--- src/verilog/dsl_pkg.sv ---
// Shared constants for the deep sleep and module lock block.
// Assumes byte addressing on a plain register port with 32-bit data.
package dsl_pkg;
    // Register offsets (byte addresses)
    localparam logic [7:0] DSCTL_OFS = 8'h00;
    localparam logic [7:0] CFGCTL_OFS = 8'h04;
    localparam logic [7:0] KEY_OFS = 8'h08;
    localparam logic [7:0] MD_BASE = 8'h10;
    // Field positions
    localparam int DS_ENABLE_BIT = 15;
    localparam int WAKE_OFF_BIT = 2;
    localparam int BOR_FLAG_BIT = 1;
    localparam int RELEASE_BIT = 0;
    localparam int LOCK_BIT = 12;
    localparam int ONE_WAY_BIT = 28;
    // Reset values
    localparam logic DSCTL_BIT_RST = 1'b0;
    localparam logic LOCK_RST = 1'b0;
    localparam logic [31:0] MD_RST = 32'h0000_0000;
    // Unlock sequence keys; values are arbitrary
    localparam logic [31:0] UNLOCK_KEY1 = 32'h5a5a_0c01;
    localparam logic [31:0] UNLOCK_KEY2 = 32'ha5a5_0c02;
    // Power states
    typedef enum logic [1:0] {PWR_RUN, PWR_SLEEP, PWR_DEEP} pwr_state_t;
endpackage

--- src/verilog/dsl_sub_if.sv ---
// Carrier between the top level and its lock and pin-hold helpers.
// Assumes the top drives the request side and the helpers answer.
`timescale 1ns/10ps
`default_nettype none
interface dsl_sub_if #(parameter int NPIN = 16);
    // Unlock and lock control
    logic key_wr;
    logic cfg_wr;
    logic [31:0] wdata;
    logic one_way;
    logic lock;
    logic unlocked;
    // Pin hold
    logic hold;
    logic [NPIN-1:0] dir_in;
    logic [NPIN-1:0] lat_in;
    logic [NPIN-1:0] dir_out;
    logic [NPIN-1:0] lat_out;
    modport lk (input key_wr, cfg_wr, wdata, one_way,
        output lock, unlocked);
    modport ph (input hold, dir_in, lat_in, output dir_out, lat_out);
endinterface
`default_nettype wire

--- src/verilog/dsl_top.sv ---
// Deep sleep control and peripheral module-disable write protection.
// Assumes a single-cycle register port and synchronous event inputs.
//
// Functional notes
// - Control register bits 7..3 always read zero; writes there do nothing.
// - Wake disable set means external wake is ignored in deep sleep.
// - Brown-out flag sets only when enabled and supply drops during deep sleep.
// - A deep sleep brown-out never wakes the device; it is only recorded.
// - Release bit set after deep wake holds pins; clearing hands them back.
// - Locked module-disable writes complete normally but change nothing.
// - Lock bit 12 blocks module-disable writes when set, allows when clear.
// - Changing the lock bit needs the unlock key sequence first.
// - One-way fuse bit 28 stops a set lock from being cleared.
// - A fused lock is cleared only by device reset.
// - Wait with deep sleep enable enters deep sleep, otherwise plain sleep.
//
// The placing of the registers and the strobed register port were chosen for this implementation.
`timescale 1ns/10ps
`default_nettype none
module dsl_top
    import dsl_pkg::*;
#(
    parameter int NPMD = 4,
    parameter int NPIN = 16
)
(
    // Clock and reset
    input wire logic clk,
    input wire logic rst,
    // Register port
    input wire logic [7:0] addr,
    input wire logic [31:0] wdata,
    input wire logic wr_en,
    input wire logic rd_en,
    output logic [31:0] rdata,
    // Configuration words, sampled once after reset
    input wire logic [31:0] config_word3,
    input wire logic deep_sleep_enable_fuse,
    input wire logic brownout_enable_fuse,
    // Power events
    input wire logic wait_exec,
    input wire logic wake_ext,
    input wire logic wake_other,
    input wire logic supply_low,
    // Power state
    output logic in_sleep,
    output logic in_deep_sleep,
    output logic pins_held,
    // Pins
    input wire logic [NPIN-1:0] pin_direction,
    input wire logic [NPIN-1:0] pin_output_latch,
    output logic [NPIN-1:0] pin_dir_out,
    output logic [NPIN-1:0] pin_lat_out,
    // Module disable
    output logic [NPMD*32-1:0] module_disable,
    output logic disable_locked
);
    localparam int IW = (NPMD > 1) ? $clog2(NPMD) : 1;
    localparam int MD_SPAN = NPMD * 4;

    typedef struct packed {
        pwr_state_t st;
        logic sleep_o;
        logic deep_o;
        logic hold_o;
        logic deep_sleep_enable;
        logic external_wake_disable;
        logic deep_sleep_brownout_flag;
        logic release_pins;
        logic woke_deep;
        logic straps_done;
        logic one_way;
        logic deep_sleep_brownout_enable;
        logic [NPMD-1:0][31:0] mdis;
        logic [31:0] rdata;
    } top_st_t;

    top_st_t s_r;
    top_st_t s_nxt;
    logic [IW-1:0] wr_idx;
    logic [IW-1:0] rd_idx;
    logic deep_wake;

    dsl_sub_if #(.NPIN(NPIN)) sub ();

    // Address decode for the module-disable block, used by read and write
    function automatic logic md_hit(input logic [7:0] a);
        logic [7:0] rel;
        rel = a - MD_BASE;
        return (a >= MD_BASE) && (int'(rel) < MD_SPAN) &&
            (a[1:0] == 2'b00);
    endfunction

    function automatic logic [IW-1:0] md_index(input logic [7:0] a);
        logic [7:0] rel;
        rel = a - MD_BASE;
        return rel[IW+1:2];
    endfunction

    // Read image of the deep sleep control register
    function automatic logic [31:0] dsctl_word(input top_st_t s);
        logic [31:0] w;
        w = 32'h0000_0000;
        w[DS_ENABLE_BIT] = s.deep_sleep_enable;
        w[WAKE_OFF_BIT] = s.external_wake_disable;
        w[BOR_FLAG_BIT] = s.deep_sleep_brownout_flag;
        w[RELEASE_BIT] = s.release_pins;
        return w;
    endfunction

    assign wr_idx = md_index(addr);
    assign rd_idx = md_index(addr);

    // Requests to the lock helper
    assign sub.key_wr = wr_en && (addr == KEY_OFS);
    assign sub.cfg_wr = wr_en && (addr == CFGCTL_OFS);
    assign sub.wdata = wdata;
    assign sub.one_way = s_r.one_way;

    // Pin hold follows the registered hold state
    assign sub.hold = s_r.hold_o;
    assign sub.dir_in = pin_direction;
    assign sub.lat_in = pin_output_latch;

    dsl_lock u_lock (
        .clk(clk),
        .rst(rst),
        .lk(sub.lk)
    );

    dsl_pin_hold #(.NPIN(NPIN)) u_hold (
        .clk(clk),
        .rst(rst),
        .ph(sub.ph)
    );

    // External wake counts only when not disabled; other sources always
    assign deep_wake = wake_other ||
        (wake_ext && !s_r.external_wake_disable);

    // Next-state logic for power control, registers and read data
    always_comb begin
        s_nxt = s_r;

        // Straps are caught on the first clean cycle after reset
        if (!s_r.straps_done) begin
            s_nxt.straps_done = 1'b1;
            s_nxt.one_way = config_word3[ONE_WAY_BIT];
            s_nxt.deep_sleep_brownout_enable = brownout_enable_fuse;
            s_nxt.deep_sleep_enable = deep_sleep_enable_fuse;
        end

        // Software writes to the deep sleep control register
        if (wr_en && addr == DSCTL_OFS) begin
            s_nxt.deep_sleep_enable = wdata[DS_ENABLE_BIT];
            s_nxt.external_wake_disable = wdata[WAKE_OFF_BIT];
            s_nxt.release_pins = wdata[RELEASE_BIT];
            // Flag cannot be faked by software, only cleared
            if (!wdata[BOR_FLAG_BIT]) begin
                s_nxt.deep_sleep_brownout_flag = 1'b0;
            end
            if (!wdata[RELEASE_BIT]) begin
                s_nxt.woke_deep = 1'b0;
            end
        end

        // Module-disable writes are silently dropped while locked
        if (wr_en && md_hit(addr) && !sub.lock) begin
            s_nxt.mdis[wr_idx] = wdata;
        end

        // Power state machine
        unique case (s_r.st)
            PWR_RUN: begin
                if (wait_exec) begin
                    // Enable must already be set when the wait arrives
                    if (s_r.deep_sleep_enable) begin
                        s_nxt.st = PWR_DEEP;
                    end else begin
                        s_nxt.st = PWR_SLEEP;
                    end
                end
            end
            PWR_SLEEP: begin
                if (wake_ext || wake_other) begin
                    s_nxt.st = PWR_RUN;
                end
            end
            PWR_DEEP: begin
                // Brown-out is recorded but is not a wake source
                if (s_r.deep_sleep_brownout_enable && supply_low) begin
                    s_nxt.deep_sleep_brownout_flag = 1'b1;
                end
                if (deep_wake) begin
                    s_nxt.st = PWR_RUN;
                    s_nxt.deep_sleep_enable = 1'b0;
                    s_nxt.woke_deep = 1'b1;
                end
            end
        endcase

        // Pins frozen through deep sleep and after wake while release set
        s_nxt.hold_o = (s_nxt.st == PWR_DEEP) ||
            (s_nxt.woke_deep && s_nxt.release_pins);
        s_nxt.sleep_o = (s_nxt.st == PWR_SLEEP);
        s_nxt.deep_o = (s_nxt.st == PWR_DEEP);

        // Read data stands only in the cycle after the strobe
        s_nxt.rdata = 32'h0000_0000;
        if (rd_en) begin
            if (addr == DSCTL_OFS) begin
                s_nxt.rdata = dsctl_word(s_r);
            end else if (addr == CFGCTL_OFS) begin
                s_nxt.rdata[LOCK_BIT] = sub.lock;
            end else if (md_hit(addr)) begin
                s_nxt.rdata = s_r.mdis[rd_idx];
            end
        end
    end

    // State register
    always_ff @(posedge clk) begin
        if (rst) begin
            s_r <= '{
                st: PWR_RUN,
                deep_sleep_enable: DSCTL_BIT_RST,
                external_wake_disable: DSCTL_BIT_RST,
                deep_sleep_brownout_flag: DSCTL_BIT_RST,
                release_pins: DSCTL_BIT_RST,
                mdis: {NPMD{MD_RST}},
                rdata: 32'h0000_0000,
                default: 1'b0
            };
        end else begin
            s_r <= s_nxt;
        end
    end

    // Outputs straight from flops
    assign rdata = s_r.rdata;
    assign in_sleep = s_r.sleep_o;
    assign in_deep_sleep = s_r.deep_o;
    assign pins_held = s_r.hold_o;
    assign pin_dir_out = sub.dir_out;
    assign pin_lat_out = sub.lat_out;
    assign module_disable = s_r.mdis;
    assign disable_locked = sub.lock;
endmodule
`default_nettype wire

--- src/verilog/dsl_lock.sv ---
// Unlock sequence and module-disable lock bit with one-way fuse.
// Assumes key and config writes arrive as one-cycle strobes.
`timescale 1ns/10ps
`default_nettype none
module dsl_lock
    import dsl_pkg::*;
(
    // Clock and reset
    input wire logic clk,
    input wire logic rst,
    // Requests and state
    dsl_sub_if.lk lk
);
    typedef struct packed {
        logic lock;
        logic unlocked;
        logic key1_seen;
    } lk_st_t;

    lk_st_t s_r;
    lk_st_t s_nxt;
    logic new_lock;

    // Key sequencing and guarded lock update
    always_comb begin
        s_nxt = s_r;
        new_lock = lk.wdata[LOCK_BIT];
        if (lk.key_wr) begin
            // Any stray key write drops the unlock, so keys must pair
            s_nxt.unlocked = 1'b0;
            s_nxt.key1_seen = 1'b0;
            if (lk.wdata == UNLOCK_KEY1) begin
                s_nxt.key1_seen = 1'b1;
            end else if (s_r.key1_seen && lk.wdata == UNLOCK_KEY2) begin
                s_nxt.unlocked = 1'b1;
            end
        end
        if (lk.cfg_wr && s_r.unlocked) begin
            // Fuse keeps a set lock until reset
            if (!(lk.one_way && s_r.lock && !new_lock)) begin
                s_nxt.lock = new_lock;
            end
        end
    end

    // State register; only reset clears a fused lock
    always_ff @(posedge clk) begin
        if (rst) begin
            s_r <= '{lock: LOCK_RST, default: 1'b0};
        end else begin
            s_r <= s_nxt;
        end
    end

    assign lk.lock = s_r.lock;
    assign lk.unlocked = s_r.unlocked;
endmodule
`default_nettype wire

--- src/verilog/dsl_pin_hold.sv ---
// Holds pin direction and latch values while hold is asserted.
// Assumes hold rises no later than the cycle the pins must freeze.
`timescale 1ns/10ps
`default_nettype none
module dsl_pin_hold
    import dsl_pkg::*;
#(
    parameter int NPIN = 16
)
(
    // Clock and reset
    input wire logic clk,
    input wire logic rst,
    // Pin values
    dsl_sub_if.ph ph
);
    typedef struct packed {
        logic [NPIN-1:0] dir;
        logic [NPIN-1:0] lat;
    } ph_st_t;

    ph_st_t s_r;
    ph_st_t s_nxt;

    // Follow port control unless held
    always_comb begin
        s_nxt = s_r;
        if (!ph.hold) begin
            s_nxt.dir = ph.dir_in;
            s_nxt.lat = ph.lat_in;
        end
    end

    // Pins come up as inputs with latches low
    always_ff @(posedge clk) begin
        if (rst) begin
            s_r <= '{dir: '1, lat: '0};
        end else begin
            s_r <= s_nxt;
        end
    end

    assign ph.dir_out = s_r.dir;
    assign ph.lat_out = s_r.lat;
endmodule
`default_nettype wire

--- config.mk ---
export PLATFORM = sky130hd
export DESIGN_NAME = dsl_top
export DESIGN_NICKNAME = d
export VERILOG_FILES = /design/src/verilog/dsl_pkg.sv /design/src/verilog/dsl_sub_if.sv /design/src/verilog/dsl_top.sv /design/src/verilog/dsl_lock.sv /design/src/verilog/dsl_pin_hold.sv
export SDC_FILE = /design/constraint.sdc
export NUM_CORES = 1
export LEC_CHECK = 0
export BUFFER_PORTS_ARGS = -buffer_cell sky130_fd_sc_hd__buf_2
export CORE_MARGIN = 1
export CORE_UTILIZATION = 55
export CTS_CLUSTER_DIAMETER = 200
export DETAILED_ROUTE_END_ITERATION = 10
export GPL_ROUTABILITY_DRIVEN = 0
export PLACE_DENSITY_LB_ADDON = 0.3
export SLEW_MARGIN = 20
export SYNTH_ARGS = -nofsm -noshare
export SYNTH_HDL_FRONTEND = slang
export SYNTH_SLANG_ARGS = --single-unit
--- constraint.sdc ---
create_clock -name clk -period 2.6 [get_ports clk]
set_clock_uncertainty 0.2 [all_clocks]
set_input_delay 0.13 -clock clk [delete_from_list [all_inputs] [get_ports clk]]
set_output_delay 0.13 -clock clk [all_outputs]
set_load 0.005 [all_outputs]
[Word-level counts from Yosys, hierarchy flattened]
Index checks and enable logic that the tools add are counted.
Word-level totals
  logic and storage cells: 96
  memories: 0
  output and inout port bits: 196
  latch bits: 0
  register bits: 208
  memory bits (writable): 0
  bits in read-only memories: 0
  bits of input ports: 114
Cells by class
  shift-type cells: 0
  equality and inequality tests: 8
  add/subtract/negate cells: 1
  reduce and logical (&&, ||, !) cells: 28
  muxes and demuxes: 28
  bitwise gates (word level): 3
  order comparisons: 4
  multipliers: 0
  divide/modulo/power cells: 0
Operator list (count)
  128-bit bitwise mux: 1
  32-bit binary-select mux with 2-bit select: 1
  32-bit demux with 2-bit select: 1
  32-bit 2-to-1 mux: 2
  32-bit by 31-bit == test with 1-bit output, second input constant: 1
  32-bit == test, second input constant: 1
  16-bit 2-to-1 mux: 2
  1-bit logical AND: 15
  1-bit 2-to-1 mux: 13
  12-bit 2-to-1 mux: 1
  8-bit by 3-bit == test with 1-bit output, second input constant: 1
  8-bit by 4-bit == test with 1-bit output, second input constant: 1
  8-bit by 5-bit >= comparator with 1-bit output, second input constant: 1
  8-bit logical NOT: 1
  8-bit by 5-bit < comparator with 1-bit output, second input constant: 1
  2-bit 2-to-1 mux: 4
  8-bit by 5-bit subtractor with 8-bit output, second input constant: 1
  2-bit one-hot mux with 3 select lines: 1
  5-bit 2-to-1 mux: 1
  5-bit OR reduction: 1
  2-bit by 1-bit == test with 1-bit output, second input constant: 2
  2-bit == test, second input constant: 2
  2-bit logical NOT: 2
  1-bit logical NOT: 3
  8 further kinds: 12

[Logic depth before layout (Yosys ltp)]
Gate-level depths: netlist of run 1.
  word-level depth: 7
  gate-level depth with buffers: 7
  depth with buffers taken out: 6

[Modules after synthesis]
A second synthesis of run 1 with hierarchy kept.
Unflattened totals
  cell total of the unflattened synthesis: 972
  area total of the unflattened synthesis: 9447.8 µm²
Modules (own cells, without submodules)
  dsl_top: cells an instance 838, area an instance 7995.2 µm², sequential area each 3463.3 µm², times used 1
  dsl_pin_hold: cells an instance 104, area an instance 1178.6 µm², sequential area each 640.6 µm², times used 1
  dsl_lock: cells an instance 30, area an instance 274.0 µm², sequential area each 60.1 µm², times used 1

[Worst setup path before layout of run 1]
OpenSTA, ideal clock, no wires.
  kind: input to register
  from: input port addr[2]
  to: register s_r (netlist bit rdata[1])
  arrival time: 1.283 ns
  path slack: 1.000 ns
  stages: 4
  setup time: 0.117 ns
  cells stage by stage: buf_4 -> buf_2 -> mux4_2 -> a22o_1
Between the ends
  word-level cells in the longest chain between the ends: 7
Ends and longest elaborated chain
  start, declared: RTL line dsl_top.sv:31  | input wire logic [7:0] addr,
  8-bit by 5-bit subtractor with 8-bit output: RTL line dsl_top.sv:89  | rel = a - MD_BASE;
  8-bit by 5-bit < comparator with 1-bit output: RTL line dsl_top.sv:90  | return (a >= MD_BASE) && (int'(rel) < MD_SPAN) &&
  1-bit logical AND (2 in series): RTL line dsl_top.sv:90
  16-bit 2-to-1 mux: RTL line dsl_top.sv:215  | end else if (md_hit(addr)) begin
  12-bit 2-to-1 mux: RTL line dsl_top.sv:213  | end else if (addr == CFGCTL_OFS) begin
  16-bit 2-to-1 mux *: RTL line dsl_top.sv:211  | if (addr == DSCTL_OFS) begin
  end signal, assigned: RTL line dsl_top.sv:224  | s_r <= '{
  end signal, assigned: RTL line dsl_top.sv:235  | s_r <= s_nxt;
  end, declared: RTL line dsl_top.sv:78  | top_st_t s_r;
Mark *: on every way between the ends. The rest lies on a longest branch, timed or not. The select of a mux whose other input is x is not followed.
A chain may end at the register's enable or synchronous reset.

[Worst setup path after layout of run 1]
  from: input port addr[5]
  to: register u_lock.s_r (netlist bit u_lock.lk.unlocked)
Between the ends
  word-level cells in the longest chain between the ends: 2
Ends and longest elaborated chain
  8-bit by 4-bit == test with 1-bit output: RTL line dsl_top.sv:115  | assign sub.key_wr = wr_en && (addr == KEY_OFS);
  1-bit logical AND: RTL line dsl_top.sv:115
  end signal, assigned: RTL line dsl_lock.sv:51  | s_r <= s_nxt;
  end, declared: RTL line dsl_lock.sv:20  | lk_st_t s_r;
Every way passes these cells.

==> impl_metrics.py, run 1 <==
metrics = {
    "min_path": {
        "worstHoldEndpoint": "u_lock.lk.lock",
        "worstHoldPathCells": 5,
        "hp-start": "addr[7]",
        "hold_path.class": "input port to register",
    },
    "timing": {
        "hold_ws_ns": 0.05217,
        "fmax_ghz": 0.4045,
        "setup_ws_ns": 0.1278,
        "hold_violations": 0,
        "tightest_slew_ns": 0.5928,
        "fin_crit_sh_pct": 95.08,
        "min_period_ns": 2.472,
        "rsz0062_at_grt": "false",
        "finalSetupViolCount": 0,
        "slew_headroom_pct": 60.15,
        "setup_tns_ns": 0,
        "finalMaxSlewViolations": 0,
    },
    "cts": {
        "clkTransAtPathRegs_ns": 0.06,
        "clkLatencyLatePin_ns": 0.50,
        "cts_tree": "done",
        "cts_made_buffers": 22,
        "cts_setup_buffers": 0,
        "clkSinkCount": 208,
        "cts-htree-levels": 1,
        "clockBufferDepth": 3,
        "root_buffer": "clkbuf_16",
    },
    "worst_setup_path": {
        "rr_worst_depth": 6,
        "cp_common_cell": "dlygate4sd3_1",
        "critPathSlowestCell": "dlygate4sd3_1",
        "crit_path_max_fanout": 7,
        "r2r_slack_ns": 0.22,
        "crit_type": "input port to register",
        "start_kind": "input port",
        "crit_chain": "dlygate4sd3_1 -> buf_2 -> nor3_4 -> dlygate4sd3_1 -> nand4_1 -> nand4b_1 -> o41ai_2",
        "critPathRequiredTime_ns": 2.80,
        "critPathBufInv": 3,
        "r2r-end": "s_r[167]",
        "r2r-start": "s_r[171]",
        "cp_slowest_stage_delay_ns": 0.67,
        "arrival_ns": 2.67,
        "endpoint_kind": "register",
        "critical-path-top-delay-family": "buffers and inverters",
    },
    "placement": {
        "portBuffers": 278,
        "hpwl_um": 16920,
        "place_ws_ns": 0.4820,
    },
    "final_layout": {
        "num-fill-cells": 1277,
        "drive_above_1_share_pct": 30.50,
        "nets": 1348,
        "syn_to_final_growth_pct": 21.04,
    },
    "power_and_ir_drop": {
        "power_density_nw_per_um2": 602.9,
        "p_leak_nw": 4.731,
        "ir_worst_vdd_mv": 0.4235,
        "finalPower_mw": 6.791,
    },
    "route": {
        "wl_per_cell_um": 17.75,
        "drtAntennaViolNets": 0,
        "drc_errors": 0,
        "drt-pass1-iter-count": 7,
        "num_vias": 7825,
        "vias_per_cell": 5.334,
        "finalWirelength_um": 26040,
        "drt_iter0_markers": 559,
    },
    "floorplan": {
        "initial_core_util_pct": 56.32,
        "dieWidth_um": 132.1,
        "chipHeight_um": 132.1,
        "die_area_um2": 17450,
        "core_area_um2": 16520,
        "num_rows": 47,
        "io_pins": 310,
    },
    "job": {
        "max-cap-violations": 0,
    },
    "run_status": {
        "status": "complete, no violations",
    },
    "yosys": {
        "synth_top_cell_by_area": "dfxtp_1",
        "synth_edf_count": 0,
        "ys_seq_area_share_pct": 44.74,
        "synth_area_um2": 9306,
        "synth_top_area_share_pct": 44.74,
        "synthArstFlopShare_pct": 0,
        "ys_ff_latch": 208,
        "synthDistinctLibCells": 43,
        "yosysWarnings": 0,
        "synth.most_common_cell": "nand2_1",
        "synthTopCellsByCount": "nand2_1, dfxtp_1, buf_4",
        "synth_area_per_cell_um2": 8.906,
        "syn-num-nets": 1161,
        "synth_ff_type": "dfxtp_1",
        "synthCells": 1045,
        "ys_top_cells_by_area": "dfxtp_1, buf_4, nand2_1",
    },
    "global_routing": {
        "track_usage_pct": 29.63,
        "antenna_found_initial": 1,
        "grt_pass1_wl_um": 41070,
        "grt_pass1_vias": 7791,
        "gr-total-overflow": 0,
        "grt_max_degree": 107,
    },
}
## worst min-delay path, delay by kind of cell
| kind | cells | cell delay (ns) |
|---|---|---|
| buffers and inverters | 1 | 0.10 |
| AOI/OAI and AO/OA | 1 | 0.15 |
| and+or+nand+nor | 3 | 0.33 |
## timing repair
action,in CTS,in global routing
resized for setup,0,1
endpoints found under the setup margin,0,1
hold endpoints to repair,184,0
hold buffers,83,0
## cells by family after synthesis
logic type	synth area share [%]
compound gates	8.591
fa+ha+maj	0.2688
buf+inv	16.19
flops	44.74
mux	11.84
simple gates	18.37
## stage by stage
stage / cells / util (%) / cell area, µm²
after CTS: 1466 / 68.12 / 11260
after global placement: 1345 / 58.84 / 9723
after floorplan: 1045 / - / 9306
after detailed placement: 1345 / 58.84 / 9723
final: 1467 / 68.17 / 11260
after global routing: 1467 / 68.17 / 11260
## cell usage in the layout, fill, tap and decap left out, types with 2 or more instances in the layout
cell type / count
o21a_1: 2
nand2_1: 279
and3_1: 3
clkbuf_1: 5
dfxtp_1: 207
o21ai_0: 3
dlygate4sd3_1: 83
nor3_1: 10
clkbuf_8: 3
buf_12: 3
buf_4: 24
ha_1: 2
nand4b_1: 3
and4_1: 3
nand3_1: 5
nor4_1: 3
inv_1: 4
nand4_1: 8
nor2_1: 26
clkbuf_16: 23
a21oi_1: 132
nor2b_1: 33
a22o_1: 5
nand2b_1: 2
mux2i_1: 37
clkinv_2: 4
mux4_2: 32
buf_2: 277
## power by group
part | switching, mW | internal, mW | leakage (nW)
Combinational | 0.243 | 0.231 | 2.70
Clock | 1.26 | 1.80 | 0.345
Sequential | 0.0280 | 3.23 | 1.69
## routing by layer
layer	share of wire (%)	GRT usage, %
met5	0	0
met4	3.8	13.89
met3	8.3	6.613
met2	49	50.62
met1	39	35.45
## area by class of cell
type / count / area (µm²) / area share, %
Inverter: 4 / 15.01 / 0.1333
Sequential cell: 208 / 4165 / 36.98
Antenna cell: 1 / 2.502 / 0.02221
Tap cell: 220 / 275.3 / 2.444
Clock buffer: 31 / 635.6 / 5.643
Clock inverter: 7 / 66.31 / 0.5887
Multi-Input combinational cell: 609 / 3647 / 32.38
Timing Repair Buffer: 387 / 2457 / 21.81
## state kept, by name, summed over array words and instances, names as in the netlist
name                count
u_hold.ph.lat_out      16
pins_held               1
module_disable        128
u_lock.lk.lock          1
u_hold.ph.dir_out      16
sub.one_way             1
rdata                  32
s_r                     9
u_lock.s_r              1
in_sleep                1
in_deep_sleep           1
u_lock.lk.unlocked      1
## worst max-delay path by stage
stage	end	slack (ns)	depth (start not counted)	from
6_report	u_lock.lk.unlocked	0.13	7	addr[5]
5_1_grt	u_lock.lk.unlocked	0.01	7	addr[5]
4_1_cts	u_lock.lk.unlocked	0.07	7	addr[5]
3_5_place_dp	module_disable[23]	0.48	6	addr[7]
3_3_place_gp	module_disable[23]	0.52	6	addr[7]
2_1_floorplan	rdata[1]	1.0	4	addr[2]
Power figures use the tool's default switching activity.
==> inputs of run 2 (changes only) <==
Settings changed: CORE_ASPECT_RATIO set to 2.
==> run 2 against run 1 <==
  * Die area rose by 0.18%
  * Sequential cell count is the same
  * First-iteration DRC count down 37%
  * Final area shrank 0.70%
  * Critical path depth fell by 1
  * Clock-buffer cell count decreased by 6
  * Maximum frequency grew 1.3%
  * Combinational power about the same
  * Wire length increased by 0.21%
  * Hold slack worse by 0.034 ns
  * Global-route usage is 0.51 points lower
  * Critical endpoint is now s_r[163]
  * Largest power group unchanged
  * Highest routed layer unchanged
==> impl_metrics.py, run 2 (synthesis results as in run 1) <==
metrics = {
    "worst_setup_path": {
        "arrival_ns": 2.66,
        "crit_cells": 6,
        "crit_path_max_fanout": 6,
        "start_kind": "register",
        "crit_chain": "ha_2 -> o21a_1 -> nor3_1 -> dlygate4sd3_1 -> nor3_1 -> dlygate4sd3_1",
        "critPathSlowestCell": "dlygate4sd3_1",
        "cp_slowest_stage_delay_ns": 0.57,
        "crit_type": "register to register",
        "r2r-start": "s_r[172]",
        "r2r_slack_ns": 0.16,
        "rr_worst_depth": 6,
        "r2r-end": "s_r[163]",
        "endpoint_kind": "register",
        "critPathRequiredTime_ns": 2.82,
        "critPathBufInv": 2,
        "critical-path-top-delay-family": "buffers and inverters",
    },
    "placement": {
        "hpwl_um": 17180,
        "portBuffers": 278,
        "placed_area_um2": 9694,
    },
    "timing": {
        "tightest_slew_ns": 0.7609,
        "min_period_ns": 2.440,
        "rsz0062_at_grt": "false",
        "fmax_ghz": 0.4098,
        "finalMaxSlewViolations": 0,
        "hold_ws_ns": 0.01830,
        "finalSetupViolCount": 0,
        "setup_tns_ns": 0,
        "hold_violations": 0,
        "slew_headroom_pct": 49.22,
        "fin_crit_sh_pct": 93.86,
    },
    "cts": {
        "clkTransAtPathRegs_ns": 0.06,
        "cts_made_buffers": 19,
        "root_buffer": "clkbuf_16",
        "cts_tree": "done",
        "clkSinkCount": 208,
        "clockBufferDepth": 3,
        "clkLatencyLatePin_ns": 0.49,
        "cts-htree-levels": 1,
    },
    "floorplan": {
        "io_pins": 310,
        "chipHeight_um": 186.0,
        "core_area_um2": 16680,
        "die_area_um2": 17480,
        "num_rows": 67,
        "initial_core_util_pct": 55.79,
        "dieWidth_um": 93.98,
    },
    "run_status": {
        "status": "complete, no violations",
    },
    "min_path": {
        "hp-start": "addr[1]",
        "hold_path.class": "input port to register",
        "worstHoldPathCells": 5,
        "worstHoldEndpoint": "module_disable[25]",
    },
    "global_routing": {
        "grt_max_degree": 105,
        "antenna_found_initial": 0,
        "grt_pass1_wl_um": 39430,
        "grt_pass1_vias": 7498,
        "track_usage_pct": 29.12,
        "gr-total-overflow": 0,
    },
    "final_layout": {
        "final_cell_area_um2": 11190,
        "largest_reg_flops": 128,
        "n_antenna_cell": 0,
        "utilization_pct": 67.05,
        "final_common_cell": "nand2_1",
        "drive_above_1_share_pct": 30.67,
        "num-fill-cells": 1337,
        "syn_to_final_growth_pct": 20.19,
        "layout_common_cells": "nand2_1, buf_2, dfxtp_1",
        "nets": 1345,
    },
    "route": {
        "drc_errors": 0,
        "finalWirelength_um": 26090,
        "vias_per_cell": 5.373,
        "num_vias": 7770,
        "drt-pass1-iter-count": 4,
        "wl_per_cell_um": 18.04,
        "drt_iter0_markers": 352,
        "drtAntennaViolNets": 0,
    },
    "job": {
        "max-cap-violations": 0,
    },
    "power_and_ir_drop": {
        "finalPower_mw": 6.642,
        "seqPwrFrac_pct": 49.0,
        "power_density_nw_per_um2": 593.8,
        "power_frac_comb_pct": 7.2,
        "clockPowerShare_pct": 43.8,
        "p_int_mw": 5.178,
        "switchingPower_mw": 1.464,
        "p_sw_share_pct": 22.04,
        "p_leak_nw": 4.695,
        "ir_worst_vdd_mv": 0.5314,
    },
}
==> run 2: per-stage QoR <==
| step | setup slack (ns) | cells |
|---|---|---|
| floorplan | 0.9998 | 1045 |
| detailed placement | 0.6391 | 1330 |
| CTS | 0.01796 | 1444 |
| global route | 0.02855 | 1446 |
| finish | 0.1597 | 1446 |
| global placement | 0.6433 | 1330 |
==> run 2: worst max-delay path by stage <==
stage | to | startpoint | slack [ns]
floorplan | rdata[1] | addr[2] | 1.0
global placement | module_disable[97] | addr[2] | 0.64
detailed placement | module_disable[98] | u_lock.lk.lock | 0.64
CTS | s_r[163] | addr[4] | 0.02
global route | s_r[163] | s_r[172] | 0.03
finish | s_r[163] | s_r[172] | 0.16
==> run 2: power by group through the flow <==
stage	clock, mW	sequential (mW)	combinational (mW)
2_1_floorplan	0	3.32	0.185
3_3_place_gp	0	3.32	0.363
3_5_place_dp	0	3.32	0.370
4_1_cts	2.96	3.25	0.464
5_1_grt	3.08	3.26	0.512
6_report	2.91	3.25	0.476
==> run 2: layout make-up <==
| cell class | instances | area (µm²) | share of cell area (%) |
|---|---|---|---|
| clock buffers | 25 | 528.0 | 4.720 |
| clock inverters | 6 | 107.6 | 0.9620 |
| inverters | 4 | 15.01 | 0.1342 |
| multi-input cells | 609 | 3654 | 32.66 |
| flip-flops and latches | 208 | 4165 | 37.24 |
| well taps | 207 | 259.0 | 2.315 |
| repair buffers | 387 | 2457 | 21.97 |
==> run 2: worst min-delay path: cells and delay by family <==
family	cells	cell delay (ns)
buffers and inverters	1	0.12
and+or+nand+nor	3	0.29
AOI/OAI and AO/OA	1	0.11
==> run 2: layer usage <==
layer / track usage [%] / routed length (µm) / vias to the layer above
met5: 0 / 0 / -
met4: 10.46 / 725 / 0
met3: 4.861 / 1767 / 54
met2: 54.07 / 14080 / 330
met1: 32.67 / 9523 / 3710
li1: - / - / 3676
==> run 2: what timing repair did <==
action,CTS,global route
setup endpoints to repair,0,1
endpoints found under the hold margin,180,0
hold buffers,83,0
gates resized for setup,0,3
buffers inserted,0,2
==> inputs of run 3 (changes only) <==
Settings changed: CORE_UTILIZATION 55 to 56, CTS_BUF_LIST set to sky130_fd_sc_hd__clkbuf_8.
==> run 3 against run 2 <==
  * Final area is 0.31% higher
  * Cell count is 1.5% higher
  * Sequential power hardly changed
  * Hold slack better by 0.045 ns
  * Largest cell class unchanged
==> impl_metrics.py, run 3 (synthesis results as in run 1) <==
metrics = {
    "timing": {
        "finalMaxSlewViolations": 0,
        "setup_tns_ns": 0,
        "setup_ws_ns": 0.1085,
        "finalSetupViolCount": 0,
        "min_period_ns": 2.492,
        "hold_ws_ns": 0.06293,
        "rsz0062_at_grt": "false",
        "fmax_ghz": 0.4014,
        "tightest_slew_ns": 0.8881,
        "fin_crit_sh_pct": 95.83,
        "hold_violations": 0,
        "slew_headroom_pct": 40.79,
    },
    "floorplan": {
        "chipHeight_um": 184.3,
        "die_area_um2": 17170,
        "initial_core_util_pct": 57.21,
        "dieWidth_um": 93.16,
        "io_pins": 310,
        "core_area_um2": 16270,
        "num_rows": 66,
    },
    "worst_setup_path": {
        "critPathRequiredTime_ns": 2.82,
        "crit_type": "input port to register",
        "critical-path-top-delay-family": "buffers and inverters",
        "start_kind": "input port",
        "crit_path_max_fanout": 13,
        "crit_chain": "dlygate4sd3_1 -> buf_2 -> nor3_2 -> dlygate4sd3_1 -> buf_4 -> nand3_4 -> a311oi_2 -> nor3_1 -> dlygate4sd3_1",
        "endpoint_kind": "register",
        "critPathSlowestCell": "dlygate4sd3_1",
        "cp_slowest_stage_delay_ns": 0.58,
        "arrival_ns": 2.71,
        "critPathBufInv": 5,
        "cp_common_cell": "dlygate4sd3_1",
    },
    "final_layout": {
        "layout_common_cells": "nand2_1, buf_2, dfxtp_1",
        "drive_above_1_share_pct": 31.20,
        "n_antenna_cell": 0,
        "largest_reg_flops": 128,
        "nets": 1359,
        "final_cell_area_um2": 11220,
        "syn_to_final_growth_pct": 20.57,
        "num-fill-cells": 1229,
        "final_common_cell": "nand2_1",
    },
    "global_routing": {
        "grt_pass1_wl_um": 40830,
        "gr-total-overflow": 0,
        "grt_pass1_vias": 7978,
        "grt_max_degree": 87,
        "track_usage_pct": 30.36,
        "antenna_found_initial": 0,
    },
    "run_status": {
        "status": "complete, no violations",
    },
    "cts": {
        "clkTransAtPathRegs_ns": 0.06,
        "cts-htree-levels": 1,
        "clkLatencyLatePin_ns": 0.54,
        "cts_tree": "done",
        "clkSinkCount": 208,
        "root_buffer": "clkbuf_8",
        "cts_made_buffers": 28,
        "clockBufferDepth": 3,
    },
    "route": {
        "drt-pass1-iter-count": 5,
        "wl_per_cell_um": 17.96,
        "finalWirelength_um": 26350,
        "drt_iter0_markers": 429,
        "vias_per_cell": 5.397,
        "drc_errors": 0,
        "drtAntennaViolNets": 0,
        "num_vias": 7917,
    },
    "placement": {
        "portBuffers": 278,
        "place_ws_ns": 0.6025,
        "hpwl_um": 16910,
        "placed_area_um2": 9692,
    },
    "power_and_ir_drop": {
        "ir_worst_vdd_mv": 0.4617,
        "p_leak_nw": 4.730,
        "power_density_nw_per_um2": 566.5,
    },
    "min_path": {
        "hold_path.class": "input port to register",
    },
    "job": {
        "max-cap-violations": 0,
    },
}
[run 3: cell count changes in the layout (fill, tap and decap cells not counted), sizes merged]
cell	delta
dlygate4sd3	+7
inv	+6
clkbuf	+14
clkinv	+2
clkinvlp	-1
bufinv	-2
buf	-2
[run 3: area by class of cell]
type / instances / area (µm²) / area share (%)
inverters: 4 / 15.01 / 0.1338
flip-flops and latches: 208 / 4165 / 37.12
clock inverters: 11 / 72.57 / 0.6467
clock buffers: 39 / 536.8 / 4.784
repair buffers: 392 / 2512 / 22.39
multi-input cells: 609 / 3664 / 32.65
well taps: 204 / 255.2 / 2.275
[run 3: final timing paths]
check                                    startpoint                  end  slack (ns)  cells past startpoint
worst max register to register             s_r[171]             s_r[167]        0.15                      6
worst min-delay path                          rd_en             rdata[2]        0.06                      5
worst max-delay path                        addr[5]             s_r[165]        0.11                      9
worst min register to register  module_disable[110]  module_disable[110]        0.27                      2
[run 3: what timing repair did]
action                                  in CTS  in global routing
hold endpoints to repair                   181                  0
hold buffers                                90                  0
buffers inserted                             0                  0
endpoints found under the setup margin       0                  2
gates resized for setup                      0                  3
[run 3: metrics by stage]
stage | instances | util, % | power [mW]
3_5_place_dp | 1327 | 59.58 | 3.692
3_3_place_gp | 1327 | 59.58 | 3.683
5_1_grt | 1467 | 68.97 | 6.571
4_1_cts | 1467 | 68.86 | 6.375
6_report | 1467 | 68.97 | 6.357
2_1_floorplan | 1045 | - | 3.508
[run 3: power by group]
group          internal (mW)  switching, mW  leakage (nW)  total, mW
clock network           1.43           1.18         0.342       2.61
logic                  0.239          0.254          2.70      0.493
registers               3.23         0.0285          1.69       3.26
total                   4.89           1.46          4.73       6.36
[run 3: worst register-to-register path, delay by kind of cell, from the launching register on]
kind                       cells  cell delay [ns]
DFF                            1             0.38
AOI/OAI and AO/OA              1             0.16
buffers and inverters          3             1.21
adders and majority gates      1             0.26
and+or+nand+nor                1             0.17
[run 3: metal layers]
layer,vias to the layer above,track usage (%),part of all wire (%)
met1,3765,32.65,36
met3,68,6.106,7.1
met4,0,14.03,3.8
met5,-,0,0
met2,379,55.79,53
li1,3705,-,-
